[src/chgsup_pkg.sv]
package chgsup_pkg;

  // Clock and time base.
  localparam int CLK_PERIOD_NS = 4;
  localparam int CLK_KHZ = 1000000 / CLK_PERIOD_NS;
  localparam int MS_TICK_CYC = CLK_KHZ;

  // APB register byte offsets.
  localparam logic [7:0] OFF_CHARGE_OPTION = 8'h00;
  localparam logic [7:0] OFF_CHARGE_CURRENT = 8'h04;
  localparam logic [7:0] OFF_CHARGE_VOLTAGE = 8'h08;
  localparam logic [7:0] OFF_ALERT_OPTION = 8'h0c;
  localparam logic [7:0] OFF_ALERT_ENABLE = 8'h10;
  localparam logic [7:0] OFF_ALERT_STATUS = 8'h14;
  localparam logic [7:0] OFF_PROT_OPTION = 8'h18;
  localparam logic [7:0] OFF_STATUS = 8'h1c;

  // Charge option field positions and reset value.
  localparam int INHIBIT_BIT = 0;
  localparam int CALIBRATION_DISCHARGE_MODE_BIT = 5;
  localparam int FREQ_LSB = 8;
  localparam int WDT_LSB = 13;
  localparam logic [15:0] CHARGE_OPTION_RST = 16'h6000;

  // Alert option: width field at [4:3], code 2 gives 10 ms.
  localparam int ALERT_W_LSB = 3;
  localparam logic [1:0] ALERT_W_RST = 2'h2;
  localparam logic [6:0] ALERT_EN_RST = 7'h7f;
  localparam logic [4:0] ALERT_W0_MS = 5'h01;
  localparam logic [4:0] ALERT_W1_MS = 5'h05;
  localparam logic [4:0] ALERT_W2_MS = 5'h0a;
  localparam logic [4:0] ALERT_W3_MS = 5'h14;

  // Protection option bits.
  localparam int INPUT_OVERCURRENT_TRIP_MULT_BIT = 9;
  localparam int INPUT_OVERCURRENT_TRIP_DIS_BIT = 10;

  // Switching frequency codes and periods in clock cycles.
  localparam int FSW_600_KHZ = 600;
  localparam int FSW_800_KHZ = 800;
  localparam int FSW_1000_KHZ = 1000;
  localparam logic [1:0] FREQ_800 = 2'h0;
  localparam logic [1:0] FREQ_600 = 2'h1;
  localparam logic [1:0] FREQ_1000 = 2'h2;
  localparam logic [8:0] PER_600_LAST = 9'(CLK_KHZ / FSW_600_KHZ - 1);
  localparam logic [8:0] PER_800_LAST = 9'(CLK_KHZ / FSW_800_KHZ - 1);
  localparam logic [8:0] PER_1000_LAST = 9'(CLK_KHZ / FSW_1000_KHZ - 1);

  // Dead time, rounded up to whole cycles.
  localparam int DEAD_NS = 20;
  localparam logic [2:0] DEAD_LAST = 3'((DEAD_NS + CLK_PERIOD_NS - 1) / CLK_PERIOD_NS - 1);

  // Ramp floor voltage in mV.
  localparam logic [7:0] RAMP_START_MV = 8'hc8;

  // Watchdog periods in ms; code 0 disables.
  localparam logic [17:0] WDT_5S_MS = 18'h01388;
  localparam logic [17:0] WDT_88S_MS = 18'h157c0;
  localparam logic [17:0] WDT_175S_MS = 18'h2ab98;

  // Protection timing in ms.
  localparam logic [4:0] INPUT_OVERCURRENT_TRIP_BLANK_MS = 5'h0c;
  localparam logic [4:0] OVP_LIMIT_MS = 5'h1e;
  localparam logic [4:0] BATLOW_HOLD_MS = 5'h01;

  // Current levels in mA.
  localparam logic [15:0] BATLOW_ILIM_MA = 16'h01f4;
  localparam logic [15:0] OCP_MID_FROM_MA = 16'h1000;
  localparam logic [15:0] OCP_HIGH_FROM_MA = 16'h2000;
  localparam logic [1:0] OCP_6A = 2'h0;
  localparam logic [1:0] OCP_9A = 2'h1;
  localparam logic [1:0] OCP_12A = 2'h2;
  localparam logic [3:0] REFRESH_LAST = 4'hf;

  // Analog comparator results, all active high.
  typedef struct packed {
    logic error_amp_above_ramp;
    logic undercurrent_comparator;
    logic below_125ma;
    logic above_250ma;
    logic charge_peak_overcurrent;
    logic input_over_1p25;
    logic input_over_2x;
    logic battery_overvoltage;
    logic battery_low_voltage;
    logic battery_depleted;
  } chgsup_sense_type;

  // Switch and pin drives.
  typedef struct packed {
    logic high_side_switch;
    logic low_side_switch;
    logic ramp_reset;
    logic adapter_switch;
    logic reverse_block_switch;
    logic battery_switch;
    logic discharge_sink;
    logic processor_hot_alert_n;
  } chgsup_drive_type;

  typedef enum logic [2:0] {PS_IDLE, PS_DEAD_HI, PS_HIGH, PS_DEAD_LO, PS_LOW, PS_WAIT} chgsup_pwm_type;

endpackage

[src/chgsup_top.sv]
// Decided for this implementation: the address map and the APB register port.
`timescale 1ns/1ns
module chgsup_top import chgsup_pkg::*; #(
  parameter int MS_TICK_CYCLES = MS_TICK_CYC
) (
  // Clock and reset.
  input wire logic pclk,
  input wire logic presetn,
  // APB slave.
  input wire logic psel,
  input wire logic penable,
  input wire logic pwrite,
  input wire logic [7:0] paddr,
  input wire logic [31:0] pwdata,
  output logic [31:0] prdata,
  output logic pready,
  output logic pslverr,
  // Analog and pin inputs.
  input wire chgsup_sense_type sense,
  input wire logic [6:0] trigger_events,
  input wire logic adapter_detect,
  input wire logic battery_present,
  // Drives to the power stage.
  output chgsup_drive_type drive,
  output logic [1:0] ocp_level,
  output logic [15:0] charge_current_limit,
  output logic [7:0] ramp_floor_mv
);

  logic [17:0] ms_cnt_r;
  logic [15:0] option_r, option_nxt, ichg_r, vchg_r;
  logic [1:0] alert_w_r;
  logic [6:0] alert_en_r, alert_stat_r, alert_stat_nxt;
  logic [1:0] prot_r;
  logic [31:0] prdata_r, rd_mux;
  logic pready_r, pslverr_r;
  logic [17:0] wd_cnt_r;
  logic wd_exp_r;
  logic [4:0] input_overcurrent_trip_cnt_r, ovp_cnt_r, hold_cnt_r, alert_cnt_r;
  logic input_overcurrent_trip_r, ovp_off_r, hold_r, bl_d_r, bp_d_r, nonsync_r, ocp_hold_r, alert_on_r, alert_on_nxt;
  logic [3:0] ref_cnt_r;
  logic [8:0] per_cnt_r;
  logic [2:0] dead_r, dead_nxt;
  chgsup_pwm_type st_r, st_nxt;
  chgsup_drive_type drive_r, drive_nxt;
  logic [1:0] ocp_level_r;
  logic [15:0] ilim_r;

  // Millisecond time base for all long intervals.
  wire ms_tick = ms_cnt_r == 18'(MS_TICK_CYCLES - 1);
  always_ff @(posedge pclk or negedge presetn) begin
    if (!presetn) ms_cnt_r <= '0;
    else ms_cnt_r <= ms_tick ? '0 : ms_cnt_r + 18'h00001;
  end

  // Bus decode; writes take effect at the edge where pready is seen high.
  wire acc_first = psel & penable & ~pready_r;
  wire acc_done = psel & penable & pready_r;
  wire wr = acc_done & pwrite;
  wire sel_opt = paddr == OFF_CHARGE_OPTION;
  wire sel_ichg = paddr == OFF_CHARGE_CURRENT;
  wire sel_vchg = paddr == OFF_CHARGE_VOLTAGE;
  wire sel_aopt = paddr == OFF_ALERT_OPTION;
  wire sel_aen = paddr == OFF_ALERT_ENABLE;
  wire sel_astat = paddr == OFF_ALERT_STATUS;
  wire sel_prot = paddr == OFF_PROT_OPTION;
  wire sel_stat = paddr == OFF_STATUS;
  wire mapped = sel_opt | sel_ichg | sel_vchg | sel_aopt | sel_aen | sel_astat | sel_prot | sel_stat;
  wire wr_opt = wr & sel_opt;
  wire wr_ichg = wr & sel_ichg;
  wire wr_vchg = wr & sel_vchg;

  // Calibration_discharge_mode exit and battery-present edge.
  wire bp_rise = battery_present & ~bp_d_r;
  wire calibration_discharge_mode_exit = option_r[CALIBRATION_DISCHARGE_MODE_BIT] & (sense.battery_depleted | bp_rise);
  wire calibration_discharge_mode_on = option_r[CALIBRATION_DISCHARGE_MODE_BIT] & ~calibration_discharge_mode_exit;

  // Watchdog period select and restart causes.
  wire [1:0] wd_sel = option_r[WDT_LSB +: 2];
  wire [17:0] wd_limit = (wd_sel == 2'h1) ? WDT_5S_MS : (wd_sel == 2'h2) ? WDT_88S_MS : WDT_175S_MS;
  wire wd_restart = wr_ichg | wr_vchg | (wr_opt & (pwdata[WDT_LSB +: 2] != wd_sel));

  // Input overcurrent condition with selectable multiple.
  wire input_overcurrent_trip_cond = ~prot_r[1] & (prot_r[0] ? sense.input_over_2x : sense.input_over_1p25);

  // Converter run conditions.
  wire run = ~option_r[INHIBIT_BIT] & (ichg_r != 16'h0000) & (vchg_r != 16'h0000) & ~wd_exp_r
    & ~input_overcurrent_trip_r & ~ovp_off_r & ~hold_r & drive_r.adapter_switch & adapter_detect;

  // Switching period, frequency select and per-cycle permissions.
  wire [1:0] fsel = option_r[FREQ_LSB +: 2];
  wire [8:0] per_last = (fsel == FREQ_600) ? PER_600_LAST : (fsel == FREQ_1000) ? PER_1000_LAST : PER_800_LAST;
  wire cyc_end = per_cnt_r == per_last;
  wire refresh_slot = ref_cnt_r == 4'h0;
  wire ls_allow = ~nonsync_r & ~sense.below_125ma & ~sense.undercurrent_comparator
    & ~sense.battery_overvoltage
    & (~sense.battery_low_voltage | refresh_slot);
  wire hs_allow = sense.error_amp_above_ramp & ~ocp_hold_r & ~sense.charge_peak_overcurrent
    & ~sense.battery_overvoltage;

  // Alert sources and width threshold.
  wire [6:0] alert_ev = trigger_events & alert_en_r;
  wire alert_any = |alert_ev;
  wire [4:0] alert_w_ms = (alert_w_r == 2'h0) ? ALERT_W0_MS : (alert_w_r == 2'h1) ? ALERT_W1_MS :
    (alert_w_r == 2'h2) ? ALERT_W2_MS : ALERT_W3_MS;

  // Power path: adapter and battery switches never overlap.
  wire adp_want = adapter_detect & ~input_overcurrent_trip_r & ~calibration_discharge_mode_on;

  // Read data selection.
  wire [7:0] status_bits = {alert_on_r, run, option_r[CALIBRATION_DISCHARGE_MODE_BIT], hold_r, nonsync_r, ovp_off_r, input_overcurrent_trip_r, wd_exp_r};
  always_comb begin
    rd_mux = '0;
    if (sel_opt) rd_mux[15:0] = option_r;
    if (sel_ichg) rd_mux[15:0] = ichg_r;
    if (sel_vchg) rd_mux[15:0] = vchg_r;
    if (sel_aopt) rd_mux[ALERT_W_LSB +: 2] = alert_w_r;
    if (sel_aen) rd_mux[6:0] = alert_en_r;
    if (sel_astat) rd_mux[6:0] = alert_stat_r;
    if (sel_prot) rd_mux[INPUT_OVERCURRENT_TRIP_DIS_BIT:INPUT_OVERCURRENT_TRIP_MULT_BIT] = prot_r;
    if (sel_stat) rd_mux[7:0] = status_bits;
  end

  // Bus answer: one wait state, then pready for one cycle.
  always_ff @(posedge pclk or negedge presetn) begin
    if (!presetn) begin
      pready_r <= 1'b0;
      pslverr_r <= 1'b0;
      prdata_r <= '0;
    end else begin
      pready_r <= acc_first;
      pslverr_r <= acc_first & ~mapped;
      prdata_r <= (acc_first & ~pwrite) ? rd_mux : '0;
    end
  end

  // Charge option next value; hardware calibration_discharge_mode exit beats a same-cycle write.
  always_comb begin
    option_nxt = wr_opt ? pwdata[15:0] : option_r;
    if (calibration_discharge_mode_exit) option_nxt[CALIBRATION_DISCHARGE_MODE_BIT] = 1'b0;
  end

  // Software-written registers; the watchdog never touches them.
  always_ff @(posedge pclk or negedge presetn) begin
    if (!presetn) begin
      option_r <= CHARGE_OPTION_RST;
      ichg_r <= '0;
      vchg_r <= '0;
      alert_w_r <= ALERT_W_RST;
      alert_en_r <= ALERT_EN_RST;
      prot_r <= '0;
    end else begin
      option_r <= option_nxt;
      if (wr_ichg) ichg_r <= pwdata[15:0];
      if (wr_vchg) vchg_r <= pwdata[15:0];
      if (wr & sel_aopt) alert_w_r <= pwdata[ALERT_W_LSB +: 2];
      if (wr & sel_aen) alert_en_r <= pwdata[6:0];
      if (wr & sel_prot) prot_r <= pwdata[INPUT_OVERCURRENT_TRIP_DIS_BIT:INPUT_OVERCURRENT_TRIP_MULT_BIT];
    end
  end

  // Watchdog: counts ms since the last restart and stops conversion on expiry.
  always_ff @(posedge pclk or negedge presetn) begin
    if (!presetn) begin
      wd_cnt_r <= '0;
      wd_exp_r <= 1'b0;
    end else if (wd_restart || wd_sel == 2'h0) begin
      wd_cnt_r <= '0;
      wd_exp_r <= 1'b0;
    end else if (ms_tick && !wd_exp_r) begin
      wd_cnt_r <= wd_cnt_r + 18'h00001;
      wd_exp_r <= wd_cnt_r == wd_limit - 18'h00001;
    end
  end

  // Input overcurrent: blanking count, then a latch cleared only by adapter removal.
  always_ff @(posedge pclk or negedge presetn) begin
    if (!presetn) begin
      input_overcurrent_trip_cnt_r <= '0;
      input_overcurrent_trip_r <= 1'b0;
    end else if (!adapter_detect) begin
      input_overcurrent_trip_cnt_r <= '0;
      input_overcurrent_trip_r <= 1'b0;
    end else begin
      if (!input_overcurrent_trip_cond) input_overcurrent_trip_cnt_r <= '0;
      else if (ms_tick && input_overcurrent_trip_cnt_r != INPUT_OVERCURRENT_TRIP_BLANK_MS + 5'h01) input_overcurrent_trip_cnt_r <= input_overcurrent_trip_cnt_r + 5'h01;
      if (input_overcurrent_trip_cnt_r == INPUT_OVERCURRENT_TRIP_BLANK_MS + 5'h01) input_overcurrent_trip_r <= 1'b1;
    end
  end

  // Overvoltage persistence; the latch is released by a new charge voltage write.
  always_ff @(posedge pclk or negedge presetn) begin
    if (!presetn) begin
      ovp_cnt_r <= '0;
      ovp_off_r <= 1'b0;
    end else begin
      if (!sense.battery_overvoltage) ovp_cnt_r <= '0;
      else if (ms_tick && ovp_cnt_r != OVP_LIMIT_MS + 5'h01) ovp_cnt_r <= ovp_cnt_r + 5'h01;
      if (ovp_cnt_r == OVP_LIMIT_MS + 5'h01) ovp_off_r <= 1'b1;
      else if (wr_vchg) ovp_off_r <= 1'b0;
    end
  end

  // Low battery: reset hold after each fall below the threshold, light-load hysteresis, edges.
  always_ff @(posedge pclk or negedge presetn) begin
    if (!presetn) begin
      bl_d_r <= 1'b0;
      bp_d_r <= 1'b0;
      hold_r <= 1'b0;
      hold_cnt_r <= '0;
      nonsync_r <= 1'b0;
    end else begin
      bl_d_r <= sense.battery_low_voltage;
      bp_d_r <= battery_present;
      if (sense.battery_low_voltage && !bl_d_r) begin
        hold_r <= 1'b1;
        hold_cnt_r <= '0;
      end else if (hold_r && ms_tick) begin
        hold_cnt_r <= hold_cnt_r + 5'h01;
        if (hold_cnt_r == BATLOW_HOLD_MS) hold_r <= 1'b0;
      end
      if (sense.below_125ma) nonsync_r <= 1'b1;
      else if (sense.above_250ma) nonsync_r <= 1'b0;
    end
  end

  // Switching cycle sequencer with break-before-make dead time.
  always_comb begin
    st_nxt = st_r;
    dead_nxt = '0;
    if (!run) begin
      st_nxt = PS_IDLE;
    end else begin
      case (st_r)
        PS_IDLE: st_nxt = PS_DEAD_HI;
        PS_DEAD_HI: begin
          if (cyc_end) st_nxt = PS_DEAD_HI;
          else if (dead_r != DEAD_LAST) dead_nxt = dead_r + 3'h1;
          else st_nxt = hs_allow ? PS_HIGH : PS_DEAD_LO;
        end
        PS_HIGH: begin
          if (cyc_end) st_nxt = PS_DEAD_HI;
          else if (!hs_allow) st_nxt = PS_DEAD_LO;
        end
        PS_DEAD_LO: begin
          if (cyc_end) st_nxt = PS_DEAD_HI;
          else if (dead_r != DEAD_LAST) dead_nxt = dead_r + 3'h1;
          else st_nxt = ls_allow ? PS_LOW : PS_WAIT;
        end
        PS_LOW: begin
          if (cyc_end) st_nxt = PS_DEAD_HI;
          else if (!ls_allow) st_nxt = PS_WAIT;
        end
        PS_WAIT: begin
          if (cyc_end) st_nxt = PS_DEAD_HI;
        end
        default: st_nxt = PS_IDLE;
      endcase
    end
  end

  // Period counter, per-cycle overcurrent hold and refresh slot counter.
  always_ff @(posedge pclk or negedge presetn) begin
    if (!presetn) begin
      st_r <= PS_IDLE;
      dead_r <= '0;
      per_cnt_r <= '0;
      ocp_hold_r <= 1'b0;
      ref_cnt_r <= '0;
    end else begin
      st_r <= st_nxt;
      dead_r <= dead_nxt;
      per_cnt_r <= (cyc_end || !run) ? '0 : per_cnt_r + 9'h001;
      if (cyc_end || !run) ocp_hold_r <= 1'b0;
      else if (sense.charge_peak_overcurrent) ocp_hold_r <= 1'b1;
      if (cyc_end) ref_cnt_r <= (ref_cnt_r == REFRESH_LAST) ? '0 : ref_cnt_r + 4'h1;
    end
  end

  // Alert cycle: status cleared and reloaded at the start, accumulated meanwhile.
  always_comb begin
    alert_on_nxt = alert_on_r;
    alert_stat_nxt = alert_stat_r;
    if (!alert_on_r) begin
      if (alert_any) begin
        alert_on_nxt = 1'b1;
        alert_stat_nxt = alert_ev;
      end
    end else begin
      alert_stat_nxt = alert_stat_r | alert_ev;
      if (alert_cnt_r == alert_w_ms + 5'h01 && !alert_any) alert_on_nxt = 1'b0;
    end
  end

  // Alert width counter in ms.
  always_ff @(posedge pclk or negedge presetn) begin
    if (!presetn) begin
      alert_on_r <= 1'b0;
      alert_stat_r <= '0;
      alert_cnt_r <= '0;
    end else begin
      alert_on_r <= alert_on_nxt;
      alert_stat_r <= alert_stat_nxt;
      if (!alert_on_r) alert_cnt_r <= '0;
      else if (ms_tick && alert_cnt_r != alert_w_ms + 5'h01) alert_cnt_r <= alert_cnt_r + 5'h01;
    end
  end

  // Registered drives to the power stage.
  always_comb begin
    drive_nxt.high_side_switch = st_nxt == PS_HIGH;
    drive_nxt.low_side_switch = st_nxt == PS_LOW;
    drive_nxt.ramp_reset = cyc_end | ~run;
    drive_nxt.adapter_switch = adp_want & ~drive_r.battery_switch;
    drive_nxt.reverse_block_switch = adp_want & ~drive_r.battery_switch;
    drive_nxt.battery_switch = ~adp_want & ~drive_r.adapter_switch;
    drive_nxt.discharge_sink = sense.battery_overvoltage;
    drive_nxt.processor_hot_alert_n = ~alert_on_nxt;
  end

  // Output flops, including overcurrent level and current limit.
  always_ff @(posedge pclk or negedge presetn) begin
    if (!presetn) begin
      drive_r <= 8'h01;
      ocp_level_r <= OCP_6A;
      ilim_r <= '0;
    end else begin
      drive_r <= drive_nxt;
      ocp_level_r <= (ichg_r >= OCP_HIGH_FROM_MA) ? OCP_12A : (ichg_r >= OCP_MID_FROM_MA) ? OCP_9A : OCP_6A;
      ilim_r <= (sense.battery_low_voltage && ichg_r > BATLOW_ILIM_MA) ? BATLOW_ILIM_MA : ichg_r;
    end
  end

  assign prdata = prdata_r;
  assign pready = pready_r;
  assign pslverr = pslverr_r;
  assign drive = drive_r;
  assign ocp_level = ocp_level_r;
  assign charge_current_limit = ilim_r;
  assign ramp_floor_mv = RAMP_START_MV;

endmodule

[config.mk]
export PLATFORM = sky130hd
export DESIGN_NAME = chgsup_top
export DESIGN_NICKNAME = d
export VERILOG_FILES = /design/src/chgsup_pkg.sv /design/src/chgsup_top.sv
export SDC_FILE = /design/constraint.sdc
export NUM_CORES = 1
export LEC_CHECK = 0
export ABC_AREA = 1
export CORE_ASPECT_RATIO = 1.4
export CORE_MARGIN = 4
export CORE_UTILIZATION = 45
export DETAILED_ROUTE_END_ITERATION = 10
export DONT_BUFFER_PORTS = 1
export HOLD_SLACK_MARGIN = 0.05
export SYNTH_ARGS = -nofsm -noshare
export SYNTH_HDL_FRONTEND = slang
export SYNTH_SLANG_ARGS = --single-unit
[constraint.sdc]
create_clock -name pclk -period 2.8 [get_ports pclk]
set_input_delay 0.14 -clock pclk [delete_from_list [all_inputs] [get_ports pclk]]
set_output_delay 0.14 -clock pclk [all_outputs]
set_load 0.01 [all_outputs]
==> impl_metrics.toml, run 1 <==
[global_route]
track_usage_pct = 20.3
grt_pass1_wl_mm = 40.1
grt_max_degree = 194
antenna_found_initial = 0
grt_pass1_vias = 7998
overflow = 0

[setup_path]
required_ns = 3.13
crit_slowest_cell = "dlygate4sd3_1"
cp_top_family = "buffers and inverters"
worstSetupEndpointType = "flop"
critPathLaunchType = "primary input"
r2r_cells = 10
worstSetupPathType = "in -> reg"
cp_cell_sequence = "dlygate4sd3_1 > nor2_2 > dlygate4sd3_1 > nand3_1 > dlygate4sd3_1 > nand2_1 > dlygate4sd3_1 > inv_1"
timing.rr.start = "option_r[8]$_DFFE_PN0P_"
r2r_end = "per_cnt_r[6]$_DFF_PN0_"
arrival_ns = 2.72
path_buf_inv = 5
cp_max_fo = 3
cpMostUsedCell = "dlygate4sd3_1"
cpPeakStageDelay_ns = 0.58
ff2ff_setup_slack_ns = 0.82

[flow_run]
drv_cap = 0

[clock_network]
h-tree-depth = 4
ctsResizeCount = 0
cts_setup_buffers = 0
clock-root-buffer = "clkbuf_16"
clock_latency_ns = 0.44
cts_buffers = 17
cts_tree = "done"
cts.sinks = 193
cts_buffer_depth = 2
postCtsHoldBufs = 38
path_clk_slew_ns = 0.07

[floorplanning]
rows = 64
dieArea_um2 = 24700
fp.dieW_um = 134
coreArea_um2 = 21900
num_io_pins = 132
start_util_pct = 45.8
die_y_um = 184

[sta]
setup_ws_ns = 0.409
timing.fmax_mhz = 418
period_minus_slack_ns = 2.39
worst_slew_pin_slew_ns = 0.825
fin_hold_ws_ns = -0.605
final-hold-violation-count = 193
setup_violations = 0
fin_crit_sh_pct = 85.4
relSlewSlack_pct = 44.5
rsz0062_at_grt = "no"
fin_skew_ns = 0.00864
finalMaxSlewViolations = 0
finalSetupTns_ns = 0

[pwr]
power_density_nw_per_um2 = 499
pwr-share-seq_pct = 51.3
power.total_mw = 5.56
clkPwrFrac_pct = 46.0
switching_share_pct = 22.4
peakVddDrop_v = 0.000417
leakage_nw = 5.52
intPower_mw = 4.32
power_switching_mw = 1.24
combPwrFrac_pct = 2.7

[yosys]
yosys_warnings = 0
synth_fa_ha_area_share_pct = 2.38
synth_edf_count = 0
synthArstFlopShare_pct = 100
netlist_area_um2 = 10000
ys_seq_area_share_pct = 48.4
synth_cells = 1248
synthSimpleGateAreaFrac_pct = 27.7
ys_seq_elements = 193
synth.avg_cell_area_um2 = 8.02
muxShareOfSynthArea_pct = 0
synthXorXnorAreaFrac_pct = 3.76
synth-compound-area-share_pct = 8.18
synthDistinctLibCells = 46
synth_top_family_by_area = "simple AND/OR/NAND/NOR gates"
synth-main-ff-cell = "dfrtp_1"

[finish]
nets = 1364
nFillCells = 2064
syn2layout_area_growth_pct = 11.6
drive_gt1_share_pct = 5.80
layout_commonest_cell = "nand2_1"
final_cell_mix = "nand2_1, dfrtp_1, inv_1, nor2_1, nand3_1"
n_antenna_cell = 0

[placement]
portBuffers = 0
dp_hpwl_mm = 17.4
gp_congestion = 0.873
dp_slack_ns = 0.805

[routing]
first_pass_iters = 5
vias_per_cell = 5.10
drc = 0
drtIter0Drc = 628
drtAntennaViolNets = 0
dr_total_vias = 8113
drt_wl_total_mm = 24.2
wl_per_cell_um = 15.2

[status]
violations = "negative hold slack"
status = "complete, but fails checks"

[min_path]
min_path_type = "in -> async"
[registers in the layout, summed over array words and instances (netlist names), 2 cells and up]
register and flops:
prdata 16, ref_cnt_r 4, alert_cnt_r 5, alert_stat_r 7, prot_r 2, ovp_cnt_r 5
st_r 3, hold_cnt_r 5, drive 7, ocp_level 2, ichg_r 16, option_r 16
alert_w_r 2, alert_en_r 7, charge_current_limit 16, wd_cnt_r 18, input_overcurrent_trip_cnt_r 5, dead_r 3
ms_cnt_r 18, per_cnt_r 9, vchg_r 16
[cell usage after synthesis (9+ instances only)]
cell / instances / area, um2
buf_4: 26 / 195
a21oi_1: 32 / 160
nor2_1: 123 / 462
nand4_1: 17 / 106
buf_2: 9 / 45.0
ha_1: 19 / 238
nand2_1: 290 / 1090
o21ai_0: 96 / 480
nand3_1: 118 / 591
clkbuf_1: 9 / 33.8
inv_1: 158 / 593
xnor2_1: 12 / 105
nor3_1: 24 / 120
nand3b_1: 15 / 113
xor2_1: 31 / 272
dfstp_2: 11 / 289
dfrtp_1: 182 / 4550
[routing by layer]
| layer | wire, um | vias up | global-route usage, % |
|---|---|---|---|
| met5 | 0 | - | 0 |
| li1 | - | 4015 | - |
| met2 | 12100 | 199 | 35.3 |
| met1 | 10400 | 3857 | 25.1 |
| met4 | 601 | 0 | 7.05 |
| met3 | 1090 | 42 | 4.59 |
[logic make-up after synthesis]
family	count (synthesis)
other	2
xor gates and xnor gates	43
adders and majority gates	19
and+or+nand+nor	623
AOI/OAI and AO/OA	155
DFF	193
buffers and inverters	213
[how the worst max path moves through the flow]
stage | from | end | slack [ns] | cells after the start
2_1_floorplan | option_r[8]$_DFFE_PN0P_ | dead_r[0]$_DFF_PN0_ | 1.16 | 11
3_3_place_gp | option_r[8]$_DFFE_PN0P_ | per_cnt_r[6]$_DFF_PN0_ | 0.82 | 10
3_5_place_dp | option_r[8]$_DFFE_PN0P_ | per_cnt_r[6]$_DFF_PN0_ | 0.80 | 10
4_1_cts | penable | prdata[2]$_DFF_PN0_ | 0.51 | 8
5_1_grt | paddr[6] | pslverr$_DFF_PN0_ | 0.35 | 8
6_report | paddr[6] | pslverr$_DFF_PN0_ | 0.41 | 8
[power groups by stage]
stage,logic [mW],clock network (mW),registers (mW)
final,0.149,2.56,2.86
after global routing,0.167,2.75,2.86
after CTS,0.148,2.62,2.86
after global placement,0.0997,0,2.91
after floorplan,0.119,0,2.88
after detailed placement,0.101,0,2.91
[cell type report]
| type | count | area, um2 | share of cell area, % |
|---|---|---|---|
| multi-input combinational | 864 | 4300 | 38.5 |
| tap | 297 | 372 | 3.33 |
| timing repair buffer | 42 | 410 | 3.68 |
| clock buffer | 19 | 443 | 3.97 |
| clock inverter | 13 | 179 | 1.60 |
| inverter | 163 | 617 | 5.53 |
| sequential | 193 | 4840 | 43.4 |
[worst reg2reg max path, stage by stage (launching register included)]
cell and delay (ns):
dfrtp_1 0.37, inv_1 0.08, ha_1 0.37, inv_1 0.06, nand2_1 0.05, nand2_1 0.06
nand2_1 0.07, nor2_1 0.04, nand2_1 0.19, nand2_1 0.35, nor3_1 0.24
[through the flow]
step	area, um2	std cells	util, %
2_1_floorplan	10100	1270	-
3_3_place_gp	10200	1521	46.5
3_5_place_dp	10200	1521	46.5
4_1_cts	11200	1591	51.1
5_1_grt	11200	1591	51.1
6_report	11200	1591	51.1
Power figures use the tool's default switching activity.
==> run 2: changes to the inputs <==
- CTS_CLUSTER_DIAMETER: default -> 120
- MAX_ROUTING_LAYER: default -> met4
- clock period: 2.8 -> 2.25 ns (I/O delays scaled with it)
==> run 2 against run 1 <==
Compared with the run above:
- the flow still finishes with violations (negative hold slack)
- die area stayed put
- global-route usage is 0.99 points higher
- via count is 0.36% higher
- highest routed layer unchanged
- setup slack worse by 0.18 ns
- largest power group unchanged
- critical endpoint is now prdata[2]$_DFF_PN0_
- cell area is 0.74% higher
- sequential power is 24% higher
- total power is 25% higher
- core utilization is 0.38 points higher
==> impl_metrics.toml, run 2 (synthesis results as in run 1) <==
[status]
status = "complete, but fails checks"
violations = "negative hold slack"

[sta]
fin_crit_sh_pct = 89.9
period_minus_slack_ns = 2.02
finalSetupTns_ns = 0
finalMaxSlewViolations = 0
final-hold-violation-count = 193
timing.fmax_mhz = 494
worst_slew_pin_slew_ns = 0.711
fin_skew_ns = 0.0129
setup_violations = 0
fin_hold_ws_ns = -0.643
relSlewSlack_pct = 52.5
rsz0062_at_grt = "no"

[setup_path]
critPathLaunchType = "primary input"
required_ns = 2.59
worstSetupPathType = "in -> reg"
cp_max_fo = 10
worstSetupEndpointType = "flop"
arrival_ns = 2.36

[clock_network]
postCtsHoldBufs = 40
clock_latency_ns = 0.45
cts_buffers = 17
cts.sinks = 193
cts_buffer_depth = 2
clock-root-buffer = "clkbuf_16"
path_clk_slew_ns = 0.08
h-tree-depth = 4
cts_tree = "done"

[floorplanning]
rows = 64
fp.dieW_um = 134
num_io_pins = 132
dieArea_um2 = 24700
coreArea_um2 = 21900
die_y_um = 184
start_util_pct = 45.8

[routing]
drc = 0
drtAntennaViolNets = 0
dr_total_vias = 8142
drtIter0Drc = 686
vias_per_cell = 5.08
first_pass_iters = 6
drt_wl_total_mm = 24.5
wl_per_cell_um = 15.3

[pwr]
intPower_mw = 5.28
switching_share_pct = 24.0
clkPwrFrac_pct = 46.0
power_switching_mw = 1.66
pwr-share-seq_pct = 51.2
leakage_nw = 5.58
peakVddDrop_v = 0.000511
power_density_nw_per_um2 = 617
combPwrFrac_pct = 2.8
power.total_mw = 6.94

[global_route]
overflow = 0
met2_usage_pct = 36.6
grt_max_degree = 194
grt_pass1_vias = 7950
top_usage_layer = "met2"
use_met3_pct = 3.88
track_usage_pct = 21.3
met1_usage_pct = 25.6
antenna_found_initial = 0
grt_pass1_wl_mm = 40.8

[finish]
final_cell_area_um2 = 11200
n_antenna_cell = 0
register_area_um2 = 4840
layout_commonest_cell = "nand2_1"
biggestRegsByFlops = "ms_cnt_r x18, wd_cnt_r x18"
nFillCells = 2074
drive_gt1_share_pct = 6.59
nets = 1375
final_cell_mix = "nand2_1, dfrtp_1, inv_1, nor2_1, nand3_1"
final_core_util_pct = 51.4
syn2layout_area_growth_pct = 12.4
multi_input_area_um2 = 4300

[min_path]
min_path_type = "in -> async"

[placement]
dp_hpwl_mm = 17.8
portBuffers = 0
placed_area_um2 = 10200
gp_congestion = 0.886

[flow_run]
drv_cap = 0
-- run 2: changes by cell type in the layout (fill, tap and decap cells not counted) --
cell	before	now
buf_4	4	14
clkinv_8	1	2
bufinv_16	3	2
clkinvlp_4	2	1
clkinv_4	4	3
inv_8	0	4
dlygate4sd3_1	38	39
clkbuf_8	1	0
clkbuf_1	1	0
-- run 2: final cells by class --
class | count | area share (%)
flip-flops and latches | 193 | 43.1
multi-input cells | 864 | 38.2
inverters | 163 | 5.49
repair buffers | 53 | 4.41
clock buffers | 17 | 3.78
well taps | 297 | 3.30
clock inverters | 15 | 1.72
-- run 2: repair_timing --
action,CTS,global route
endpoints found under the setup margin,0,1
resized for setup,0,0
endpoints found under the hold margin,288,193
setup buffers,0,1
-- run 2: worst paths after layout --
path	slack [ns]	from	cells after the start	end
setup / recovery	0.23	penable	8	prdata[2]$_DFF_PN0_
hold / removal	-0.64	presetn	0	alert_stat_r[3]$_DFFE_PN0P_
setup reg to reg	0.34	option_r[13]$_DFFE_PN1P_	7	wd_exp_r$_DFFE_PN0P_
hold reg to reg	0.47	dead_r[0]$_DFF_PN0_	1	dead_r[0]$_DFF_PN0_
max in group asynchronous	2.54	presetn	0	hold_cnt_r[3]$_DFFE_PN0P_
min in group pclk	0.07	paddr[2]	4	alert_w_r[1]$_DFFE_PN1P_
-- run 2: layer usage --
metal,up-vias,routed length [um]
met5,-,0
met4,0,488
met3,34,923
met2,176,12700
met1,3895,10400
li1,4037,-
-- run 2: critical path, stage by stage --
cell and delay, ns:
dlygate4sd3_1 0.53, nand2_1 0.09, dlygate4sd3_1 0.57, nor2_1 0.20, nand2_1 0.12, inv_1 0.28
o21ai_0 0.18, a21oi_1 0.27
-- run 2: power by group through the flow --
| stage | Sequential [mW] | Clock (mW) | Combinational [mW] |
|---|---|---|---|
| 5_1_grt | 3.56 | 3.39 | 0.213 |
| 2_1_floorplan | 3.59 | 0 | 0.149 |
| 4_1_cts | 3.55 | 3.25 | 0.190 |
| 3_5_place_dp | 3.62 | 0 | 0.127 |
| 6_report | 3.55 | 3.19 | 0.191 |
| 3_3_place_gp | 3.62 | 0 | 0.125 |
-- run 2: per-stage QoR --
step                setup WS [ns]  instances  hold slack [ns]
floorplan                   0.611       1270           -0.183
global placement            0.394       1530           -0.174
detailed placement          0.335       1530           -0.174
CTS                        0.0212       1602           -0.653
global route               0.0804       1602           -0.667
finish                      0.228       1602           -0.643
==> run 3: changes to the inputs <==
- CORE_UTILIZATION: 45 -> 30
==> run 3 against run 2 <==
Compared with the run above:
- the run still ends with negative hold slack left
- hold slack got worse by 0.0071 ns
- first-iteration DRC count is 32% lower
- combinational power up 3%
- critical path type unchanged
- clock-buffer cell count up 5
- largest cell class unchanged
- die area rose by 47%
- flip-flop and latch count unchanged
- largest power group unchanged
- sequential share of layout area down 0.46 points
==> impl_metrics.toml, run 3 (synthesis results as in run 1) <==
[clock_network]
postCtsHoldBufs = 41
cts.sinks = 193
ctsResizeCount = 0
path_clk_slew_ns = 0.08
clock-root-buffer = "clkbuf_16"
clock_latency_ns = 0.45
cts_tree = "done"
h-tree-depth = 4
cts_buffer_depth = 2
cts_buffers = 17

[global_route]
antenna_found_initial = 1
grt_max_degree = 194
track_usage_pct = 14.9
grt_pass1_wl_mm = 41.8
overflow = 0
grt_pass1_vias = 7937

[sta]
fin_skew_ns = 0.0117
setup_violations = 0
final-hold-violation-count = 193
fin_crit_sh_pct = 90.0
timing.fmax_mhz = 494
finalSetupTns_ns = 0
finalMaxSlewViolations = 0
rsz0062_at_grt = "no"
period_minus_slack_ns = 2.02
relSlewSlack_pct = 51.3
fin_hold_ws_ns = -0.650
worst_slew_pin_slew_ns = 0.728

[status]
violations = "negative hold slack"
status = "complete, but fails checks"

[routing]
drtIter0Drc = 466
dr_total_vias = 8071
drt_wl_total_mm = 25.9
drc = 0
wl_per_cell_um = 14.8
vias_per_cell = 4.63
drtAntennaViolNets = 0
first_pass_iters = 5

[setup_path]
critPathLaunchType = "primary input"
required_ns = 2.61
arrival_ns = 2.38
cp_max_fo = 10
worstSetupEndpointType = "flop"
worstSetupPathType = "in -> reg"

[finish]
layout_commonest_cell = "nand2_1"
final_core_util_pct = 34.8
nFillCells = 3398
syn2layout_area_growth_pct = 13.6
final_cell_mix = "nand2_1, dfrtp_1, inv_1, nor2_1, nand3_1"
drive_gt1_share_pct = 6.21
biggestRegsByFlops = "ms_cnt_r x18, wd_cnt_r x18"
nets = 1374

[pwr]
power_density_nw_per_um2 = 591
leakage_nw = 5.55
peakVddDrop_v = 0.000539
power.total_mw = 6.72

[floorplanning]
die_y_um = 224
start_util_pct = 30.6
num_io_pins = 132
dieArea_um2 = 36400
rows = 78
fp.dieW_um = 162
coreArea_um2 = 32700

[placement]
portBuffers = 0
dp_hpwl_mm = 18.9
gp_congestion = 0.851

[min_path]
min_path_type = "in -> async"

[flow_run]
drv_cap = 0
## run 3: path summary, 6_finish.rpt
check / end / start / slack [ns] / cells after the start
worst max-delay path: prdata[0]$_DFF_PN0_ / penable / 0.23 / 8
worst min-delay path: prdata[8]$_DFF_PN0_ / presetn / -0.65 / 0
worst max register to register: wd_cnt_r[0]$_DFFE_PN0P_ / ms_cnt_r[0]$_DFF_PN0_ / 0.29 / 9
worst min register to register: dead_r[0]$_DFF_PN0_ / dead_r[0]$_DFF_PN0_ / 0.47 / 1
max in group asynchronous: alert_en_r[2]$_DFFE_PN1P_ / presetn / 2.52 / 0
min in group pclk: drive[7]$_DFF_PN0_ / sense[1] / 0.08 / 7
## run 3: layout make-up
cell class	count	area [um2]	area share, %
diodes	1	2.50	0.0220
multi-input cells	864	4300	37.8
repair buffers	52	493	4.34
clock inverters	10	88.8	0.782
flip-flops and latches	193	4840	42.6
well taps	440	551	4.84
clock buffers	22	474	4.17
inverters	163	617	5.43
## run 3: worst max-delay path, cell delays in order
cell and delay [ns]:
dlygate4sd3_1 0.52, nand2_1 0.09, dlygate4sd3_1 0.58, nor2_1 0.24, nand2_1 0.13, inv_1 0.33, o21ai_0 0.17, a21oi_1 0.21
## run 3: through the flow
step           area [um2]  instances  setup WS, ns
2_1_floorplan       10100       1270         0.611
3_3_place_gp        10400       1671         0.385
3_5_place_dp        10400       1671         0.295
4_1_cts             11400       1744         0.265
5_1_grt             11400       1745        0.0778
6_report            11400       1745         0.226
## run 3: per-layer routing
layer / wire [um] / GRT usage [%] / share of wire [%]
met1: 10700 / 17.1 / 41
met5: 0 / - / 0
met4: 748 / 5.60 / 2.9
met2: 13200 / 25.4 / 51
met3: 1180 / 3.24 / 4.5
## run 3: timing repair
| item | CTS | global route |
|---|---|---|
| endpoints found under the setup margin | 0 | 0 |
| setup buffers | 0 | 0 |
| endpoints found under the hold margin | 298 | 193 |
## run 3: report_power, final
group,internal (mW),switching (mW)
Combinational,0.0763,0.120
Sequential,3.50,0.0516
Clock,1.54,1.43
